<file path="config.mk">
export PLATFORM = sky130hd
export DESIGN_NAME = codec_serial_timing_reset
export DESIGN_NICKNAME = d
export VERILOG_FILES = /design/src/common/codec_timing_pkg.sv /design/src/logic/stream_buffer.sv /design/src/logic/codec_serial_timing_reset.sv
export SDC_FILE = /design/constraint.sdc
export NUM_CORES = 1
export LEC_CHECK = 0
export ABC_AREA = 1
export BUFFER_PORTS_ARGS = -buffer_cell sky130_fd_sc_hd__clkbuf_2
export CAP_MARGIN = 20
export CORE_MARGIN = 1.5
export CORE_UTILIZATION = 60
export DETAILED_ROUTE_END_ITERATION = 8
export PLACE_DENSITY = 0.8
export SLEW_MARGIN = 20
export SYNTH_ARGS = -nofsm -noshare
export SYNTH_HDL_FRONTEND = slang
export SYNTH_SLANG_ARGS = --single-unit
</file>
<file path="constraint.sdc">
create_clock -name MCLK_I -period 19.2 [get_ports MCLK_I]
set_input_delay 3.84 -clock MCLK_I [delete_from_list [all_inputs] [get_ports MCLK_I]]
set_output_delay 3.84 -clock MCLK_I [all_outputs]
set_load 0.01 [all_outputs]
</file>
<file path="src/common/codec_timing_pkg.sv">
// Shared constants, register map and frame states of the codec timing block.
// Assumes a 200 MHz master clock and a 32-bit APB register bus.
package codec_timing_pkg;

  //////////////////////////////////////////////////////////////////////////////
  // Clocking and rate figures
  localparam int MCLK_HZ = 200000000;
  localparam int SCLK_DIV = 4;
  localparam int PHASE_W = $clog2(SCLK_DIV);
  localparam int MCLK_REF_HZ = 5184000;
  localparam int CONV_HZ = 8000;
  localparam int CNT_A_DEF = 18;
  localparam int CNT_B_DEF = MCLK_REF_HZ / CONV_HZ / CNT_A_DEF;
  localparam int CNT_W = 8;
  localparam int ADJ_W = 6;
  localparam int CTRL_W = 8;

  //////////////////////////////////////////////////////////////////////////////
  // Reset values
  localparam logic [CNT_W-1:0] RST_CNT_A = CNT_W'(CNT_A_DEF);
  localparam logic [CNT_W-1:0] RST_CNT_B = CNT_W'(CNT_B_DEF);
  localparam logic [ADJ_W-1:0] RST_ADJ = 6'h01;
  localparam logic [CTRL_W-1:0] RST_CTRL = 8'he4;
  localparam int CTRL_SYNC_BIT = 5;

  //////////////////////////////////////////////////////////////////////////////
  // Frame shape, in shift clocks
  localparam int WORD_W = 16;
  localparam int BYTE_W = 8;
  localparam int GAP_SCLK = 4;
  localparam int BCNT_W = 5;

  //////////////////////////////////////////////////////////////////////////////
  // Register byte offsets
  localparam int APB_AW = 8;
  localparam logic [APB_AW-1:0] OFF_TX_CNT_A = 8'h00;
  localparam logic [APB_AW-1:0] OFF_TX_ADJ = 8'h04;
  localparam logic [APB_AW-1:0] OFF_TX_CNT_B = 8'h08;
  localparam logic [APB_AW-1:0] OFF_RX_CNT_A = 8'h0c;
  localparam logic [APB_AW-1:0] OFF_RX_ADJ = 8'h10;
  localparam logic [APB_AW-1:0] OFF_RX_CNT_B = 8'h14;
  localparam logic [APB_AW-1:0] OFF_CTRL = 8'h18;
  localparam logic [APB_AW-1:0] OFF_ADJ_CMD = 8'h1c;
  localparam logic [APB_AW-1:0] OFF_OUT_WORD = 8'h20;
  localparam logic [APB_AW-1:0] OFF_IN_WORD = 8'h24;
  localparam logic [APB_AW-1:0] OFF_STATUS = 8'h28;
  localparam int ST_IN_NEW = 0;
  localparam int ST_UNDERRUN = 1;
  localparam int ST_BUF_FULL = 2;
  localparam int ST_WORD_PIN = 3;

  // Frame sequencer states, Gray along the usual path
  typedef enum logic [2:0] {
    FR_IDLE = 3'h0,
    FR_PRE = 3'h1,
    FR_SHIFT1 = 3'h3,
    FR_GAP = 3'h2,
    FR_SHIFT2 = 3'h6,
    FR_EOD = 3'h7
  } frame_state_t;

endpackage

</file>
<file path="src/logic/stream_buffer.sv">
// Small valid/ready buffer for words queued toward the serial link.
// Assumes DEPTH is a power of two and a reset already synchronised.
`timescale 1ns/1ps
module stream_buffer #(
  parameter int WIDTH = 16,
  parameter int DEPTH = 2
) (
  input wire logic clk_i,
  input wire logic rst_n_i,
  input wire logic en_i,
  input wire logic in_valid_i,
  output logic in_ready_o,
  input wire logic [WIDTH-1:0] in_data_i,
  output logic out_valid_o,
  input wire logic out_ready_i,
  output logic [WIDTH-1:0] out_data_o
);
  localparam int AW = (DEPTH > 1) ? $clog2(DEPTH) : 1;

  logic [WIDTH-1:0] mem_reg [0:DEPTH-1];
  logic [WIDTH-1:0] mem_next [0:DEPTH-1];
  logic [AW-1:0] wr_ptr_reg, wr_ptr_next, rd_ptr_reg, rd_ptr_next;
  logic [AW:0] count_reg, count_next;
  logic push, pop;

  ////////////////////////////////////////////////////////////////////////////
  // Honest flags straight from the fill count
  assign in_ready_o = (count_reg != (AW+1)'(DEPTH));
  assign out_valid_o = (count_reg != '0);
  assign out_data_o = mem_reg[rd_ptr_reg];
  assign push = in_valid_i & in_ready_o;
  assign pop = out_valid_o & out_ready_i;

  // Next pointers, count and contents
  always_comb begin
    mem_next = mem_reg;
    wr_ptr_next = wr_ptr_reg;
    rd_ptr_next = rd_ptr_reg;
    count_next = count_reg;
    if (push) begin
      mem_next[wr_ptr_reg] = in_data_i;
      wr_ptr_next = wr_ptr_reg + 1'b1;
    end
    if (pop) begin
      rd_ptr_next = rd_ptr_reg + 1'b1;
    end
    if (push && !pop) begin
      count_next = count_reg + 1'b1;
    end else if (pop && !push) begin
      count_next = count_reg - 1'b1;
    end
  end

  // Storage frozen while the enable is low
  always_ff @(posedge clk_i or negedge rst_n_i) begin
    if (!rst_n_i) begin
      for (int i = 0; i < DEPTH; i++) begin
        mem_reg[i] <= '0;
      end
      wr_ptr_reg <= '0;
      rd_ptr_reg <= '0;
      count_reg <= '0;
    end else if (en_i) begin
      mem_reg <= mem_next;
      wr_ptr_reg <= wr_ptr_next;
      rd_ptr_reg <= rd_ptr_next;
      count_reg <= count_next;
    end
  end
endmodule

</file>
<file path="src/logic/codec_serial_timing_reset.sv">
// Timing, reset and serial frame logic of the analog interface device.
// Assumes a 200 MHz master clock, an APB master, and a host serial port on the link.
//
// Our own choices: register access over APB and the register addresses.
`timescale 1ns/1ps
module codec_serial_timing_reset #(
  parameter int BUF_DEPTH = 2
) (
  input wire logic MCLK_I,
  input wire logic RST_B_I,
  input wire logic CE_I,
  input wire logic PSEL_I,
  input wire logic PENABLE_I,
  input wire logic PWRITE_I,
  input wire logic [codec_timing_pkg::APB_AW-1:0] PADDR_I,
  input wire logic [31:0] PWDATA_I,
  output logic [31:0] PRDATA_O,
  output logic PREADY_O,
  output logic PSLVERR_O,
  input wire logic WORD_MODE_I,
  input wire logic TX_SERIAL_IN_I,
  output logic SHIFT_CLK_O,
  output logic TX_FRAME_SYNC_N_O,
  output logic RX_FRAME_SYNC_N_O,
  output logic RX_SERIAL_OUT_O,
  output logic TX_END_OF_DATA_N_O,
  output logic RX_END_OF_DATA_N_O,
  output logic FILTER_CLK_O,
  output logic DAC_STROBE_O,
  output logic ADC_STROBE_O
);
  import codec_timing_pkg::*;

  //////////////////////////////////////////////////////////////////////////////
  // Reset: asserts at once, releases two master clocks later
  logic [1:0] rst_sync_reg;
  logic rst_n;

  always_ff @(posedge MCLK_I or negedge RST_B_I) begin
    if (!RST_B_I) begin
      rst_sync_reg <= 2'h0;
    end else begin
      rst_sync_reg <= {rst_sync_reg[0], 1'b1};
    end
  end
  assign rst_n = rst_sync_reg[1];

  //////////////////////////////////////////////////////////////////////////////
  // Pin synchronisers; only the second stage is read
  logic [1:0] dx_sync_reg, wm_sync_reg;

  always_ff @(posedge MCLK_I or negedge rst_n) begin
    if (!rst_n) begin
      dx_sync_reg <= 2'h0;
      wm_sync_reg <= 2'h3;
    end else if (CE_I) begin
      dx_sync_reg <= {dx_sync_reg[0], TX_SERIAL_IN_I};
      wm_sync_reg <= {wm_sync_reg[0], WORD_MODE_I};
    end
  end

  //////////////////////////////////////////////////////////////////////////////
  // Shift clock divider, high in phases 0 and 1
  logic [PHASE_W-1:0] phase_reg, phase_next;
  logic sclk_reg, sclk_next;
  logic tick;

  always_comb begin
    phase_next = phase_reg + 1'b1;
    sclk_next = ~phase_next[PHASE_W-1];
  end
  // Tick marks the edge where the shift clock rises
  assign tick = (phase_reg == PHASE_W'(SCLK_DIV - 1));

  // Divider restarts from phase zero on reset release
  always_ff @(posedge MCLK_I or negedge rst_n) begin
    if (!rst_n) begin
      phase_reg <= '0;
      sclk_reg <= 1'b1;
    end else if (CE_I) begin
      phase_reg <= phase_next;
      sclk_reg <= sclk_next;
    end
  end

  //////////////////////////////////////////////////////////////////////////////
  // Register file and APB slave
  logic [CNT_W-1:0] cnt_a_rl_reg [0:1], cnt_a_rl_next [0:1];
  logic [CNT_W-1:0] cnt_b_rl_reg [0:1], cnt_b_rl_next [0:1];
  logic [ADJ_W-1:0] adj_reg [0:1], adj_next [0:1];
  logic [CTRL_W-1:0] ctrl_reg, ctrl_next;
  logic [1:0] adj_pend_reg, adj_pend_next;
  logic [WORD_W-1:0] in_word_reg, in_word_next;
  logic in_new_reg, in_new_next, underrun_reg, underrun_next;
  logic [31:0] prdata_reg, prdata_next;
  logic pready_reg, pready_next, pslverr_reg, pslverr_next;
  logic [1:0] conv_w, filt_w, done_w, pop_w;
  logic [WORD_W-1:0] sh_q [0:1];
  logic buf_in_ready, buf_out_valid, buf_push;
  logic [WORD_W-1:0] buf_out_data;
  logic acc, commit, mapped, out_wr;
  logic [31:0] rd_mux;

  assign acc = PSEL_I & PENABLE_I;
  assign commit = acc & pready_reg;
  assign out_wr = PWRITE_I & (PADDR_I == OFF_OUT_WORD);
  assign buf_push = commit & out_wr;

  // Read mux and decode of the current address
  always_comb begin
    mapped = 1'b1;
    rd_mux = 32'h0;
    case (PADDR_I)
      OFF_TX_CNT_A: rd_mux = 32'(cnt_a_rl_reg[0]);
      OFF_TX_ADJ: rd_mux = 32'(adj_reg[0]);
      OFF_TX_CNT_B: rd_mux = 32'(cnt_b_rl_reg[0]);
      OFF_RX_CNT_A: rd_mux = 32'(cnt_a_rl_reg[1]);
      OFF_RX_ADJ: rd_mux = 32'(adj_reg[1]);
      OFF_RX_CNT_B: rd_mux = 32'(cnt_b_rl_reg[1]);
      OFF_CTRL: rd_mux = 32'(ctrl_reg);
      OFF_ADJ_CMD: rd_mux = 32'(adj_pend_reg);
      OFF_OUT_WORD: rd_mux = 32'h0;
      OFF_IN_WORD: rd_mux = 32'(in_word_reg);
      OFF_STATUS: begin
        rd_mux[ST_IN_NEW] = in_new_reg;
        rd_mux[ST_UNDERRUN] = underrun_reg;
        rd_mux[ST_BUF_FULL] = ~buf_in_ready;
        rd_mux[ST_WORD_PIN] = wm_sync_reg[1];
      end
      default: mapped = 1'b0;
    endcase
  end

  // Next register values; hardware sets win over software clears
  always_comb begin
    cnt_a_rl_next = cnt_a_rl_reg;
    cnt_b_rl_next = cnt_b_rl_reg;
    adj_next = adj_reg;
    ctrl_next = ctrl_reg;
    adj_pend_next = adj_pend_reg & ~filt_w;
    in_word_next = in_word_reg;
    in_new_next = in_new_reg;
    underrun_next = underrun_reg;
    // One wait state; a full buffer holds a data write off
    pready_next = acc & ~pready_reg & (~out_wr | buf_in_ready);
    pslverr_next = pready_next & ~mapped;
    prdata_next = pready_next ? rd_mux : prdata_reg;
    if (commit && PWRITE_I) begin
      case (PADDR_I)
        OFF_TX_CNT_A: cnt_a_rl_next[0] = PWDATA_I[CNT_W-1:0];
        OFF_TX_ADJ: adj_next[0] = PWDATA_I[ADJ_W-1:0];
        OFF_TX_CNT_B: cnt_b_rl_next[0] = PWDATA_I[CNT_W-1:0];
        OFF_RX_CNT_A: cnt_a_rl_next[1] = PWDATA_I[CNT_W-1:0];
        OFF_RX_ADJ: adj_next[1] = PWDATA_I[ADJ_W-1:0];
        OFF_RX_CNT_B: cnt_b_rl_next[1] = PWDATA_I[CNT_W-1:0];
        OFF_CTRL: ctrl_next = PWDATA_I[CTRL_W-1:0];
        OFF_ADJ_CMD: adj_pend_next = adj_pend_next | PWDATA_I[1:0];
        default: ;
      endcase
    end
    if (commit && !PWRITE_I && PADDR_I == OFF_IN_WORD) begin
      in_new_next = 1'b0;
    end
    if (commit && !PWRITE_I && PADDR_I == OFF_STATUS) begin
      underrun_next = 1'b0;
    end
    if (done_w[0]) begin
      in_word_next = sh_q[0];
      in_new_next = 1'b1;
    end
    if (pop_w[1] && !buf_out_valid) begin
      underrun_next = 1'b1;
    end
  end

  // Preset values giving the default conversion rate
  always_ff @(posedge MCLK_I or negedge rst_n) begin
    if (!rst_n) begin
      for (int c = 0; c < 2; c++) begin
        cnt_a_rl_reg[c] <= RST_CNT_A;
        cnt_b_rl_reg[c] <= RST_CNT_B;
        adj_reg[c] <= RST_ADJ;
      end
      ctrl_reg <= RST_CTRL;
      adj_pend_reg <= 2'h0;
      in_word_reg <= '0;
      in_new_reg <= 1'b0;
      underrun_reg <= 1'b0;
      prdata_reg <= 32'h0;
      pready_reg <= 1'b0;
      pslverr_reg <= 1'b0;
    end else if (CE_I) begin
      cnt_a_rl_reg <= cnt_a_rl_next;
      cnt_b_rl_reg <= cnt_b_rl_next;
      adj_reg <= adj_next;
      ctrl_reg <= ctrl_next;
      adj_pend_reg <= adj_pend_next;
      in_word_reg <= in_word_next;
      in_new_reg <= in_new_next;
      underrun_reg <= underrun_next;
      prdata_reg <= prdata_next;
      pready_reg <= pready_next;
      pslverr_reg <= pslverr_next;
    end
  end

  //////////////////////////////////////////////////////////////////////////////
  // Words queued by software for the receive data output
  stream_buffer #(
    .WIDTH(WORD_W),
    .DEPTH(BUF_DEPTH)
  ) u_out_buf (
    .clk_i(MCLK_I),
    .rst_n_i(rst_n),
    .en_i(CE_I),
    .in_valid_i(buf_push),
    .in_ready_o(buf_in_ready),
    .in_data_i(PWDATA_I[WORD_W-1:0]),
    .out_valid_o(buf_out_valid),
    .out_ready_i(pop_w[1]),
    .out_data_o(buf_out_data)
  );

  //////////////////////////////////////////////////////////////////////////////
  // Per channel: 0 faces the transmit pins, 1 the receive pins
  logic [1:0] fs_n_q, eod_n_q, strobe_q;
  logic filt_clk_reg, filt_clk_next;

  for (genvar c = 0; c < 2; c++) begin : g_ch
    logic [CNT_W-1:0] cnt_a_reg, cnt_a_next, cnt_b_reg, cnt_b_next, seg_len;
    logic a_wrap, conv_own, conv_use;
    frame_state_t state_reg, state_next;
    logic [BCNT_W-1:0] bcnt_reg, bcnt_next;
    logic [WORD_W-1:0] sh_reg, sh_next;
    logic start_pend_reg, start_pend_next, word_reg, word_next;
    logic fs_n_reg, fs_n_next, eod_n_reg, eod_n_next, strobe_reg;
    logic in_bit, start, done;

    // Master clock divided by A gives filter ticks, those by B conversions
    always_comb begin
      seg_len = cnt_a_rl_reg[c] + (adj_pend_reg[c] ? CNT_W'(adj_reg[c]) : '0);
      a_wrap = (cnt_a_reg <= CNT_W'(1));
      conv_own = a_wrap & (cnt_b_reg <= CNT_W'(1));
      cnt_a_next = a_wrap ? seg_len : cnt_a_reg - 1'b1;
      cnt_b_next = cnt_b_reg;
      if (a_wrap) begin
        cnt_b_next = (cnt_b_reg <= CNT_W'(1)) ? cnt_b_rl_reg[c] : cnt_b_reg - 1'b1;
      end
    end
    // Synchronous mode runs the receive side from transmit timing
    assign conv_use = (c == 1 && ctrl_reg[CTRL_SYNC_BIT]) ? conv_w[0] : conv_own;
    assign conv_w[c] = conv_own;
    assign filt_w[c] = a_wrap;

    // Frame sequencer, stepped once per shift clock
    assign in_bit = (c == 0) ? dx_sync_reg[1] : 1'b0;
    assign start = tick & (state_reg == FR_IDLE) & start_pend_reg;
    always_comb begin
      state_next = state_reg;
      bcnt_next = bcnt_reg;
      sh_next = sh_reg;
      word_next = word_reg;
      done = 1'b0;
      // A pending conversion survives the cycle that consumes the last one
      start_pend_next = conv_use | (start_pend_reg & ~start);
      if (tick) begin
        case (state_reg)
          FR_IDLE: begin
            if (start_pend_reg) begin
              state_next = FR_PRE;
              word_next = wm_sync_reg[1];
              if (c == 1) begin
                sh_next = buf_out_valid ? buf_out_data : '0;
              end
            end
          end
          FR_PRE: begin
            state_next = FR_SHIFT1;
            bcnt_next = word_reg ? BCNT_W'(WORD_W - 1) : BCNT_W'(BYTE_W - 1);
          end
          FR_SHIFT1: begin
            sh_next = {sh_reg[WORD_W-2:0], in_bit};
            bcnt_next = bcnt_reg - 1'b1;
            if (bcnt_reg == '0) begin
              if (word_reg) begin
                state_next = FR_EOD;
                done = 1'b1;
              end else begin
                state_next = FR_GAP;
                bcnt_next = BCNT_W'(GAP_SCLK - 1);
              end
            end
          end
          FR_GAP: begin
            bcnt_next = bcnt_reg - 1'b1;
            if (bcnt_reg == '0) begin
              state_next = FR_SHIFT2;
              bcnt_next = BCNT_W'(BYTE_W - 1);
            end
          end
          FR_SHIFT2: begin
            sh_next = {sh_reg[WORD_W-2:0], in_bit};
            bcnt_next = bcnt_reg - 1'b1;
            if (bcnt_reg == '0) begin
              state_next = FR_IDLE;
              done = 1'b1;
            end
          end
          FR_EOD: state_next = FR_IDLE;
          default: state_next = FR_IDLE;
        endcase
      end
      // Sync low only while bits move; end-of-data low after first part
      fs_n_next = ~(state_next == FR_SHIFT1 || state_next == FR_SHIFT2);
      eod_n_next = ~(state_next == FR_GAP || state_next == FR_SHIFT2 || state_next == FR_EOD);
    end
    assign done_w[c] = done;
    assign pop_w[c] = start;
    assign sh_q[c] = sh_next;
    assign fs_n_q[c] = fs_n_reg;
    assign eod_n_q[c] = eod_n_reg;
    assign strobe_q[c] = strobe_reg;

    // Counters load their presets so frames run straight after reset
    always_ff @(posedge MCLK_I or negedge rst_n) begin
      if (!rst_n) begin
        cnt_a_reg <= RST_CNT_A;
        cnt_b_reg <= RST_CNT_B;
        state_reg <= FR_IDLE;
        bcnt_reg <= '0;
        sh_reg <= '0;
        start_pend_reg <= 1'b0;
        word_reg <= 1'b1;
        fs_n_reg <= 1'b1;
        eod_n_reg <= 1'b1;
        strobe_reg <= 1'b0;
      end else if (CE_I) begin
        cnt_a_reg <= cnt_a_next;
        cnt_b_reg <= cnt_b_next;
        state_reg <= state_next;
        bcnt_reg <= bcnt_next;
        sh_reg <= sh_next;
        start_pend_reg <= start_pend_next;
        word_reg <= word_next;
        fs_n_reg <= fs_n_next;
        eod_n_reg <= eod_n_next;
        strobe_reg <= conv_use;
      end
    end
  end

  //////////////////////////////////////////////////////////////////////////////
  // Filter clock toggles on each transmit filter tick
  assign filt_clk_next = filt_clk_reg ^ filt_w[0];
  always_ff @(posedge MCLK_I or negedge rst_n) begin
    if (!rst_n) begin
      filt_clk_reg <= 1'b0;
    end else if (CE_I) begin
      filt_clk_reg <= filt_clk_next;
    end
  end

  // Every output is a flop
  assign PRDATA_O = prdata_reg;
  assign PREADY_O = pready_reg;
  assign PSLVERR_O = pslverr_reg;
  assign SHIFT_CLK_O = sclk_reg;
  assign TX_FRAME_SYNC_N_O = fs_n_q[0];
  assign RX_FRAME_SYNC_N_O = fs_n_q[1];
  assign TX_END_OF_DATA_N_O = eod_n_q[0];
  assign RX_END_OF_DATA_N_O = eod_n_q[1];
  assign RX_SERIAL_OUT_O = g_ch[1].sh_reg[WORD_W-1];
  assign FILTER_CLK_O = filt_clk_reg;
  assign DAC_STROBE_O = strobe_q[0];
  assign ADC_STROBE_O = strobe_q[1];
endmodule

</file>
# Word-level counts from Yosys, hierarchy flattened
# Cells that the tools add are included.
dict set report totals {
  out_inout_bits 43
  reg_bits 242
  in_bits 48
  wordCells 243
}
dict set report op_classes {
  reduce_logical 54
  eq_ne 29
  addsub 13
  muxes 58
  order_cmp 7
  n_bitwise 37
}
# cell n
set ops {}
lappend ops {{16-bit two-way mux} 8}
lappend ops {{12-bit case mux with 8 select lines} 1}
lappend ops {{4-bit case mux with 10 select lines} 1}
lappend ops {{5-bit case mux with 4 select lines} 2}
lappend ops {{3-bit two-way mux} 12}
lappend ops {{32-bit bitwise mux} 1}
lappend ops {{8-bit by 5-bit == test with 1-bit output, second input constant} 4}
lappend ops {{8-bit by 1-bit less-or-equal comparator with 1-bit output, second input constant} 4}
lappend ops {{8-bit two-way mux} 4}
lappend ops {{16-bit case mux with 2 select lines} 1}
lappend ops {{8-bit by 1-bit subtractor with 8-bit output, second input constant} 4}
lappend ops {{5-bit two-way mux} 6}
lappend ops {{3-bit case mux with 5 select lines} 2}
lappend ops {{3-bit AND reduction} 9}
lappend ops {{3-bit by 2-bit == test with 1-bit output, second input constant} 8}
lappend ops {{8-bit by 6-bit == test with 1-bit output, second input constant} 3}
lappend ops {{3-bit == test, second input constant} 6}
lappend ops {{2-bit AND reduction} 9}
lappend ops {{1-bit bitwise AND} 17}
lappend ops {{8-bit by 6-bit adder with 8-bit output} 2}
lappend ops {{16-bit demux with 1-bit select} 1}
lappend ops {{8-bit by 4-bit == test with 1-bit output, second input constant} 2}
lappend ops {{6-bit two-way mux} 2}
lappend ops {{4-bit AND reduction} 3}
lappend ops {{other kinds (31)} 86}

# Depth between registers and ports, before layout
# Gate-level depths: netlist of the first run.
dict set report logic_depth {
  ltp_word 8
  ltp_mapped 13
  mapped_depth_nobuf 13
}

# Modules after synthesis
# Synthesis of the first run repeated with hierarchy kept, for this count alone.
dict set report hier_totals {
  cells_unflattened 1518
  area_unflattened_um2 11959.0
}
# module cells_per_inst area_per_inst_um2 seq_area_each_um2 instances
set by_module_without_submodules {}
lappend by_module_without_submodules {codec_serial_timing_reset 1296 10144.7 4793.3 1}
lappend by_module_without_submodules {stream_buffer 222 1814.2 900.9 1}

# Worst setup path before layout of the first run
# OpenSTA, ideal clock, no wires.
dict set report synth_path {
  kind {input-to-reg}
  start {input port PADDR_I[7] (netlist name)}
  end {register u_out_buf.count_reg[1]}
  slack_ns 13.573
  t_arrival_ns 5.497
  setup_ns 0.131
  path_stages 8
  n_path_buf 0
  path_cell_list {nor2_1 > nand3_1 > nor4_4 > ha_1 > or2_2 > a21oi_1 > o21ai_0 > xor2_1}
}
dict set report synth_via {
  elab_chain_cells 8
  elab_cells_between_ends 10
  classes_between {eq/ne (1); mux (1); bitwise (3); reduce/logical (5)}
}
# element line
set synth_lines {}
lappend synth_lines {{start, declared} codec_serial_timing_reset.sv:15} ;# input wire logic [codec_timing_pkg::APB_AW-1:0] PADDR_I,
lappend synth_lines {{8-bit by 6-bit == test with 1-bit output (*)} codec_serial_timing_reset.sv:106} ;# assign out_wr = PWRITE_I & (PADDR_I == OFF_OUT_WORD);
lappend synth_lines {{1-bit bitwise AND (*)} codec_serial_timing_reset.sv:106}
lappend synth_lines {{1-bit bitwise AND (*)} codec_serial_timing_reset.sv:107} ;# assign buf_push = commit & out_wr;
lappend synth_lines {{1-bit bitwise AND (*)} stream_buffer.sv:31} ;# assign push = in_valid_i & in_ready_o;
lappend synth_lines {{1-bit logical NOT} stream_buffer.sv:49} ;# end else if (pop && !push) begin
lappend synth_lines {{1-bit logical AND} stream_buffer.sv:49}
lappend synth_lines {{2-bit nonzero test (no source line)} --}
lappend synth_lines {{2-bit AND reduction (no source line)} --}
lappend synth_lines {{end signal, assigned} stream_buffer.sv:67} ;# count_reg <= count_next;
lappend synth_lines {{end, declared} stream_buffer.sv:23} ;# logic [AW:0] count_reg, count_next;
# Mark *: on every way between the ends. The rest lies on a longest branch, timed or not.
# A chain may end at the register's enable or synchronous reset.

# Worst setup path in the final report of the first run
dict set report layout_path {
  start {input port CE_I}
  end {register in_word_reg[3]}
}
dict set report layout_via {
  elab_chain_cells 1
}
# element line
set layout_lines {}
lappend layout_lines {{start, declared} codec_serial_timing_reset.sv:11} ;# input wire logic CE_I,
lappend layout_lines {{2-bit AND reduction (no source line)} --}
lappend layout_lines {{end signal, assigned} codec_serial_timing_reset.sv:198} ;# in_word_reg <= in_word_next;
lappend layout_lines {{end, declared} codec_serial_timing_reset.sv:93} ;# logic [WORD_W-1:0] in_word_reg, in_word_next;
# Every way passes these cells.

==> results of run 1 <==
==> kinds of logic (layout without fill, tap and decap cells) <==
group | Yosys count | after routing | synth area share (%)
XOR/XNOR | 19 | 19 | 1.41
AND/OR/NAND/NOR | 654 | 654 | 22.7
adder cells (fa/ha/maj) | 26 | 26 | 2.89
flip-flops | 226 | 226 | 48.3
buffers and inverters | 249 | 294 | 8.85
other | 2 | 17 | 0.0637
AO/OA/AOI/OAI | 342 | 342 | 15.8
==> synthesized netlist by cell type (2+ instances only) <==
cell type and number:
nand2_1 451, o21ai_0 223, dfrtp_1 195, inv_1 176, nor2_1 105, nand3_1 61, a21oi_1 43, dfstp_2 31
clkbuf_1 27, ha_1 24, o211ai_1 18, buf_2 17, buf_4 17, xor2_1 17, o21ai_1 16, o22ai_1 12
nand4_1 10, nor3_1 7, a22oi_1 6, nor2_2 6, o21ai_2 6, a31oi_1 5, inv_2 4, or2_2 4
a32oi_1 3, buf_1 3, buf_6 3, nand3b_1 3, clkinv_1 2, conb_1 2, fa_1 2, nor4_1 2
nor4_4 2, o21bai_1 2, o31ai_1 2, xnor2_1 2
==> final timing paths <==
kind / start / endpoint / slack (ns) / depth (start not counted)
min in group MCLK_I: rst_sync_reg[0]$_DFF_PN0_ / rst_sync_reg[1]$_DFF_PN0_ / 0.36 / 0
max in group asynchronous: RST_B_I / rst_sync_reg[1]$_DFF_PN0_ / 16.01 / 1
min reg2reg: rst_sync_reg[1]$_DFF_PN0_ / cnt_a_rl_reg[15]$_DFFE_PN0P_ / 0.24 / 0
max: CE_I / in_word_reg[3]$_DFFE_PN0P_ / 12.96 / 7
max reg2reg: phase_reg[0]$_DFFE_PN0P_ / in_word_reg[3]$_DFFE_PN0P_ / 16.10 / 6
min: rst_sync_reg[1]$_DFF_PN0_ / cnt_a_rl_reg[15]$_DFFE_PN0P_ / 0.24 / 0
==> cell type report <==
cell class              instances  share of cell area, %
repair buffers                 66                   2.84
multi-input cells            1058                   38.9
well taps                     265                   2.52
clock inverters                13                   1.88
clock buffers                  33                   5.43
flip-flops and latches        226                   43.3
inverters                     182                   5.19
==> metal layers <==
metal | up-vias | part of all wire (%) | wire, um
met1 | 4792 | 43 | 12100
met2 | 338 | 47 | 13000
met4 | 0 | 2.6 | 725
met3 | 63 | 7.0 | 1950
met5 | - | 0 | 0
li1 | 4952 | - | -
==> worst register-to-register path, cell delays in order, from the launching register on <==
cell and delay [ns]:
dfrtp_1 0.38, ha_1 0.52, nand2_1 0.24, inv_1 0.41
nand3_1 0.52, inv_1 0.68, o21ai_0 0.19
==> through the flow <==
stage	instances	hold slack (ns)	instance area, um2
floorplan	1533	0.331	11800
global placement	1795	0.338	12200
detailed placement	1795	0.343	12200
CTS	1841	0.356	13100
global route	1843	0.269	13200
finish	1843	0.237	13200
==> cell usage in the layout (no fill, tap or decap), types with 10 or more instances in the layout <==
master	n
o22ai_1	12
inv_1	176
conb_1	17
o21ai_0	223
nand4_1	10
dfstp_2	31
xor2_1	17
clkbuf_2	58
o211ai_1	18
dfrtp_1	194
a21oi_1	43
o21ai_1	15
ha_1	24
nor2_1	104
nand3_1	61
clkbuf_16	25
nand2_1	451
==> power breakdown <==
| part | leakage (nW) | internal [mW] | total (mW) | switching (mW) |
|---|---|---|---|---|
| Clock | 0.477 | 0.356 | 0.553 | 0.197 |
| Combinational | 3.30 | 0.102 | 0.296 | 0.195 |
| Sequential | 2.83 | 0.558 | 0.607 | 0.0492 |
| Total | 6.61 | 1.02 | 1.46 | 0.440 |
==> results_dict.tcl, run 1 <==
set metrics [dict create \
    outcome "completed" \
    final_core_util_pct 68.1 \
    grtUsageMet3_pct 5.00 \
    relSlewSlack_pct 33.0 \
    cap_viol_max_count 0 \
    pre_cts_ws_ns 12.49 \
    finalCritPeriodShare_pct 32.5 \
    area_growth_pct 11.8 \
    async_flop_share_pct 100 \
    wl_um 27700 \
    postCtsSetupRepairBufs 0 \
    critPathMaxFanout 77 \
    n_antenna_cell 0 \
    rsz0062_at_grt "no" \
    ys_ff_latch 226 \
    use_met1_pct 37.6 \
    pwr_density_cell_nw_per_um2 111 \
    synth_cell_types 45 \
    start_util_pct 60.9 \
    grt-ovfl-total 0 \
    dieArea_um2 20500 \
    grt_busiest_layer "met2" \
    fp.dieW_um 143 \
    grt_pass1_wl_um 45600 \
    grt_pass1_vias 9521 \
    grt_use_met2_pct 45.4 \
    cts_tree "yes" \
    vias 10100 \
    core_um2 19300 \
    synth_area_leader_cell "dfrtp_1" \
    slew_violations 0 \
    yosys-top-cells-area "dfrtp_1, nand2_1, o21ai_0, dfstp_2, inv_1" \
    ys_seq_area_share_pct 48.3 \
    crit_path_start_kind "input port" \
    irDropWorstVdd_mv 0.0626 \
    gp_congestion 0.915 \
    drc 0 \
    cp_cell_sequence "clkbuf_2 > buf_4 > nand2_1 > inv_1 > nand3_1 > inv_1 > o21ai_0" \
    via_per_inst 5.50 \
    ant_nets 0 \
    path_common_cell "inv_1" \
    cts-root-buf "clkbuf_16" \
    die_h_um 143 \
    leakage_nw 6.61 \
    critPathBufInv 4 \
    clk_latency_ns 0.53 \
    hpwl_um 18300 \
    slowest_delay_ns 0.68 \
    min_period_ns 6.24 \
    rows 51 \
    wl_per_cell_um 15.0 \
    netlist_instances 1518 \
    fmax_mhz 160 \
    cpLargestDelayFamily "buffers and inverters" \
    numCtsBuffers 25 \
    holdCritPathClass "register to asynchronous set/reset pin" \
    ios 91 \
    drive_above_1_share_pct 10.8 \
    dr.pass1.iters 6 \
    worstSetupPathType "input port to register" \
    finalSetupViolCount 0 \
    synth.avg_cell_area_um2 7.76 \
    final_nets 1633 \
    antenna_found_initial 0 \
    critPathCaptureType "register" \
    critPathArrivalTime_ns 6.61 \
    io_buffers 58 \
    skew_ns 0.0192 \
    clock_sinks 226 \
    cp.required_ns 19.56 \
    grt_max_degree 81 \
    synth_edf_count 0 \
    total_power_mw 1.46 \
    clk_pin_slew_ns 0.06 \
    setup_ws_ns 12.96 \
    cts_resized 0 \
    ctsHoldBuffers 0 \
    cpMaxStageDelayCell "inv_1" \
    grt_usage_pct 27.8 \
    multi_input_area_um2 5120 \
    hold_viol_final 0 \
    cts_buffer_depth 3 \
    syn_area_um2 11800 \
    n_fill_cell 1588 \
    seq_area_um2 5700 \
    synth_ff_type "dfrtp_1" \
    tightest_slew_ns 1.00 \
    yosys_warnings 0 \
    drt-initial-drc-count 795 \
    yosys.area.top_type_share_pct 41.4 \
    fin_tns_setup_ns 0 \
    h-tree-depth 1 \
]
No activity file was read; power rests on OpenSTA's default activity.
==> inputs of run 2 (changes only) <==
ABC_AREA = 0   (was 1)
clock period = 5.75 ns   (was 19.2 ns; I/O delays follow)
==> run 2 against run 1 <==
Register-to-register slack lost 13 ns. Die area grew 1.7%. Flip-flop and latch count is the same. Critical endpoint is now PRDATA_O[5]$_DFFE_PN0P_. Highest routed layer unchanged.
==> results_dict.tcl, run 2 <==
set metrics [dict create \
    outcome "completed" \
    crit_path_start_kind "input port" \
    grt_pass1_wl_um 44800 \
    skew_ns 0.0206 \
    grt_usage_pct 27.5 \
    die_h_um 144 \
    setup_ws_ns 2.55 \
    h-tree-depth 1 \
    synth_edf_count 0 \
    synth_xor_area_share_pct 1.17 \
    fmax_mhz 313 \
    grt_max_degree 202 \
    cts-root-buf "clkbuf_16" \
    io_buffers 58 \
    yosys-mux-area-fraction_pct 15.0 \
    final_common_cell "dfrtp_1" \
    ios 91 \
    clock_sinks 226 \
    start_util_pct 61.4 \
    min_period_ns 3.20 \
    finalCritPeriodShare_pct 55.6 \
    critPathMaxFanout 23 \
    use_met1_pct 37.7 \
    pre_cts_ws_ns 2.13 \
    dr.pass1.iters 5 \
    final_core_util_pct 67.7 \
    irDropWorstVdd_mv 0.261 \
    clk_latency_ns 0.52 \
    relSlewSlack_pct 34.9 \
    antenna_found_initial 0 \
    hpwl_um 18700 \
    total_power_mw 4.81 \
    finalSetupViolCount 0 \
    wl_um 27900 \
    synthAdderAreaFrac_pct 2.84 \
    layout_common_cells "dfrtp_1, nor2_1, a21oi_1, mux2_2, nand2_1" \
    rsz0062_at_grt "no" \
    n_fill_cell 1466 \
    cts_tree "yes" \
    synth_cell_types 78 \
    area_growth_pct 10.4 \
    grt_pass1_vias 8652 \
    drc 0 \
    cap_viol_max_count 0 \
    slew_violations 0 \
    yosys-top-cells-area "dfrtp_1, mux2_2, dfstp_2, a21oi_1, nor2_1" \
    numCtsBuffers 24 \
    fin_tns_setup_ns 0 \
    ctsHoldBuffers 0 \
    yosys_warnings 0 \
    yosys.area.top_type_share_pct 40.7 \
    ys_seq_area_share_pct 47.5 \
    hold_viol_final 0 \
    tightest_slew_ns 0.977 \
    critPathArrivalTime_ns 3.66 \
    synth_ff_type "dfrtp_1" \
    cp.required_ns 6.21 \
    grt_busiest_layer "met2" \
    ant_nets 0 \
    worstSetupPathType "input port to register" \
    syn_area_um2 12000 \
    postPlaceCellArea_um2 12400 \
    core_um2 19500 \
    drt-initial-drc-count 716 \
    r2r_cells 5 \
    cts_resized 0 \
    pwr_density_cell_nw_per_um2 364 \
    stdcell_count 1478 \
    grt_use_met2_pct 44.6 \
    whs_ns 0.227 \
    via_per_inst 6.11 \
    wl_per_cell_um 18.9 \
    synth_area_leader_cell "dfrtp_1" \
    final_nets 1269 \
    rows 51 \
    fp.dieW_um 144 \
    ys_ff_latch 226 \
    grt-ovfl-total 0 \
    drive_above_1_share_pct 22.9 \
    critPathCaptureType "register" \
    synth_compound_area_share_pct 14.4 \
    fin_area_um2 13200 \
    vias 9036 \
    synth-simple-area-share_pct 15.0 \
    leakage_nw 5.96 \
    grtUsageMet3_pct 4.37 \
    synthMostInstantiatedCell "dfrtp_1" \
    async_flop_share_pct 100 \
    netlist_instances 1159 \
    cts_buffer_depth 3 \
    yosys-top-cells-count "dfrtp_1, nor2_1, a21oi_1, mux2_2, nand2_1" \
    synth_top_family_by_area "simple AND/OR/NAND/NOR gates" \
    holdCritPathClass "register to asynchronous set/reset pin" \
    synth.avg_cell_area_um2 10.3 \
    n_antenna_cell 0 \
    clk_pin_slew_ns 0.06 \
    dp.cells 1433 \
    postCtsSetupRepairBufs 0 \
    dieArea_um2 20800 \
    gp_congestion 0.950 \
]
## run 2: logic make-up (layout without fill, tap and decap cells)
group / Yosys count / after routing
AND/OR/NAND/NOR: 353 / 353
AO/OA/AOI/OAI: 279 / 279
flip-flops: 226 / 226
multiplexers: 157 / 157
buffers and inverters: 100 / 139
adder cells (fa/ha/maj): 26 / 26
XOR/XNOR: 16 / 16
other: 2 / 17
## run 2: final timing paths
path | endpoint | slack (ns) | from
setup / recovery | PRDATA_O[5]$_DFFE_PN0P_ | 2.55 | PADDR_I[2]
min in group MCLK_I | rst_sync_reg[1]$_DFF_PN0_ | 0.36 | rst_sync_reg[0]$_DFF_PN0_
max in group asynchronous | g_ch[1].cnt_a_reg[2]$_DFFE_PN0P_ | 4.19 | rst_sync_reg[1]$_DFF_PN0_
hold reg to reg | g_ch[1].cnt_b_reg[7]$_DFFE_PN0P_ | 0.23 | rst_sync_reg[1]$_DFF_PN0_
hold / removal | g_ch[1].cnt_b_reg[7]$_DFFE_PN0P_ | 0.23 | rst_sync_reg[1]$_DFF_PN0_
setup reg to reg | g_ch[0].sh_reg[6]$_DFFE_PN0P_ | 2.94 | phase_reg[0]$_DFFE_PN0P_
## run 2: where the power goes
group | internal, mW | switching (mW) | total (mW) | leakage, nW
Combinational | 0.441 | 0.652 | 1.09 | 2.66
Sequential | 1.85 | 0.242 | 2.09 | 2.89
Clock | 0.992 | 0.634 | 1.63 | 0.415
## run 2: cell type report
type                            instances  area [um2]  share of cell area (%)
Multi-Input combinational cell        848        5870                    44.4
Sequential cell                       226        5700                    43.1
Clock buffer                           34         709                    5.36
Timing Repair Buffer                   66         383                    2.89
Tap cell                              265         332                    2.51
Clock inverter                         10         128                   0.965
Inverter                               29         109                   0.823
## run 2: worst max-delay path: stages
cell,delay (ns)
clkbuf_2,0.43
nor2b_1,0.66
nand2_1,0.18
nor2_1,0.65
a221oi_1,0.19
o21ai_0,0.18
mux2_2,0.20
## run 2: routing by layer
metal  routed length [um]  up-vias
li1                     -     4218
met1                12200     4432
met2                13200      304
met3                 1400       82
met4                 1060        0
met5                    0        -
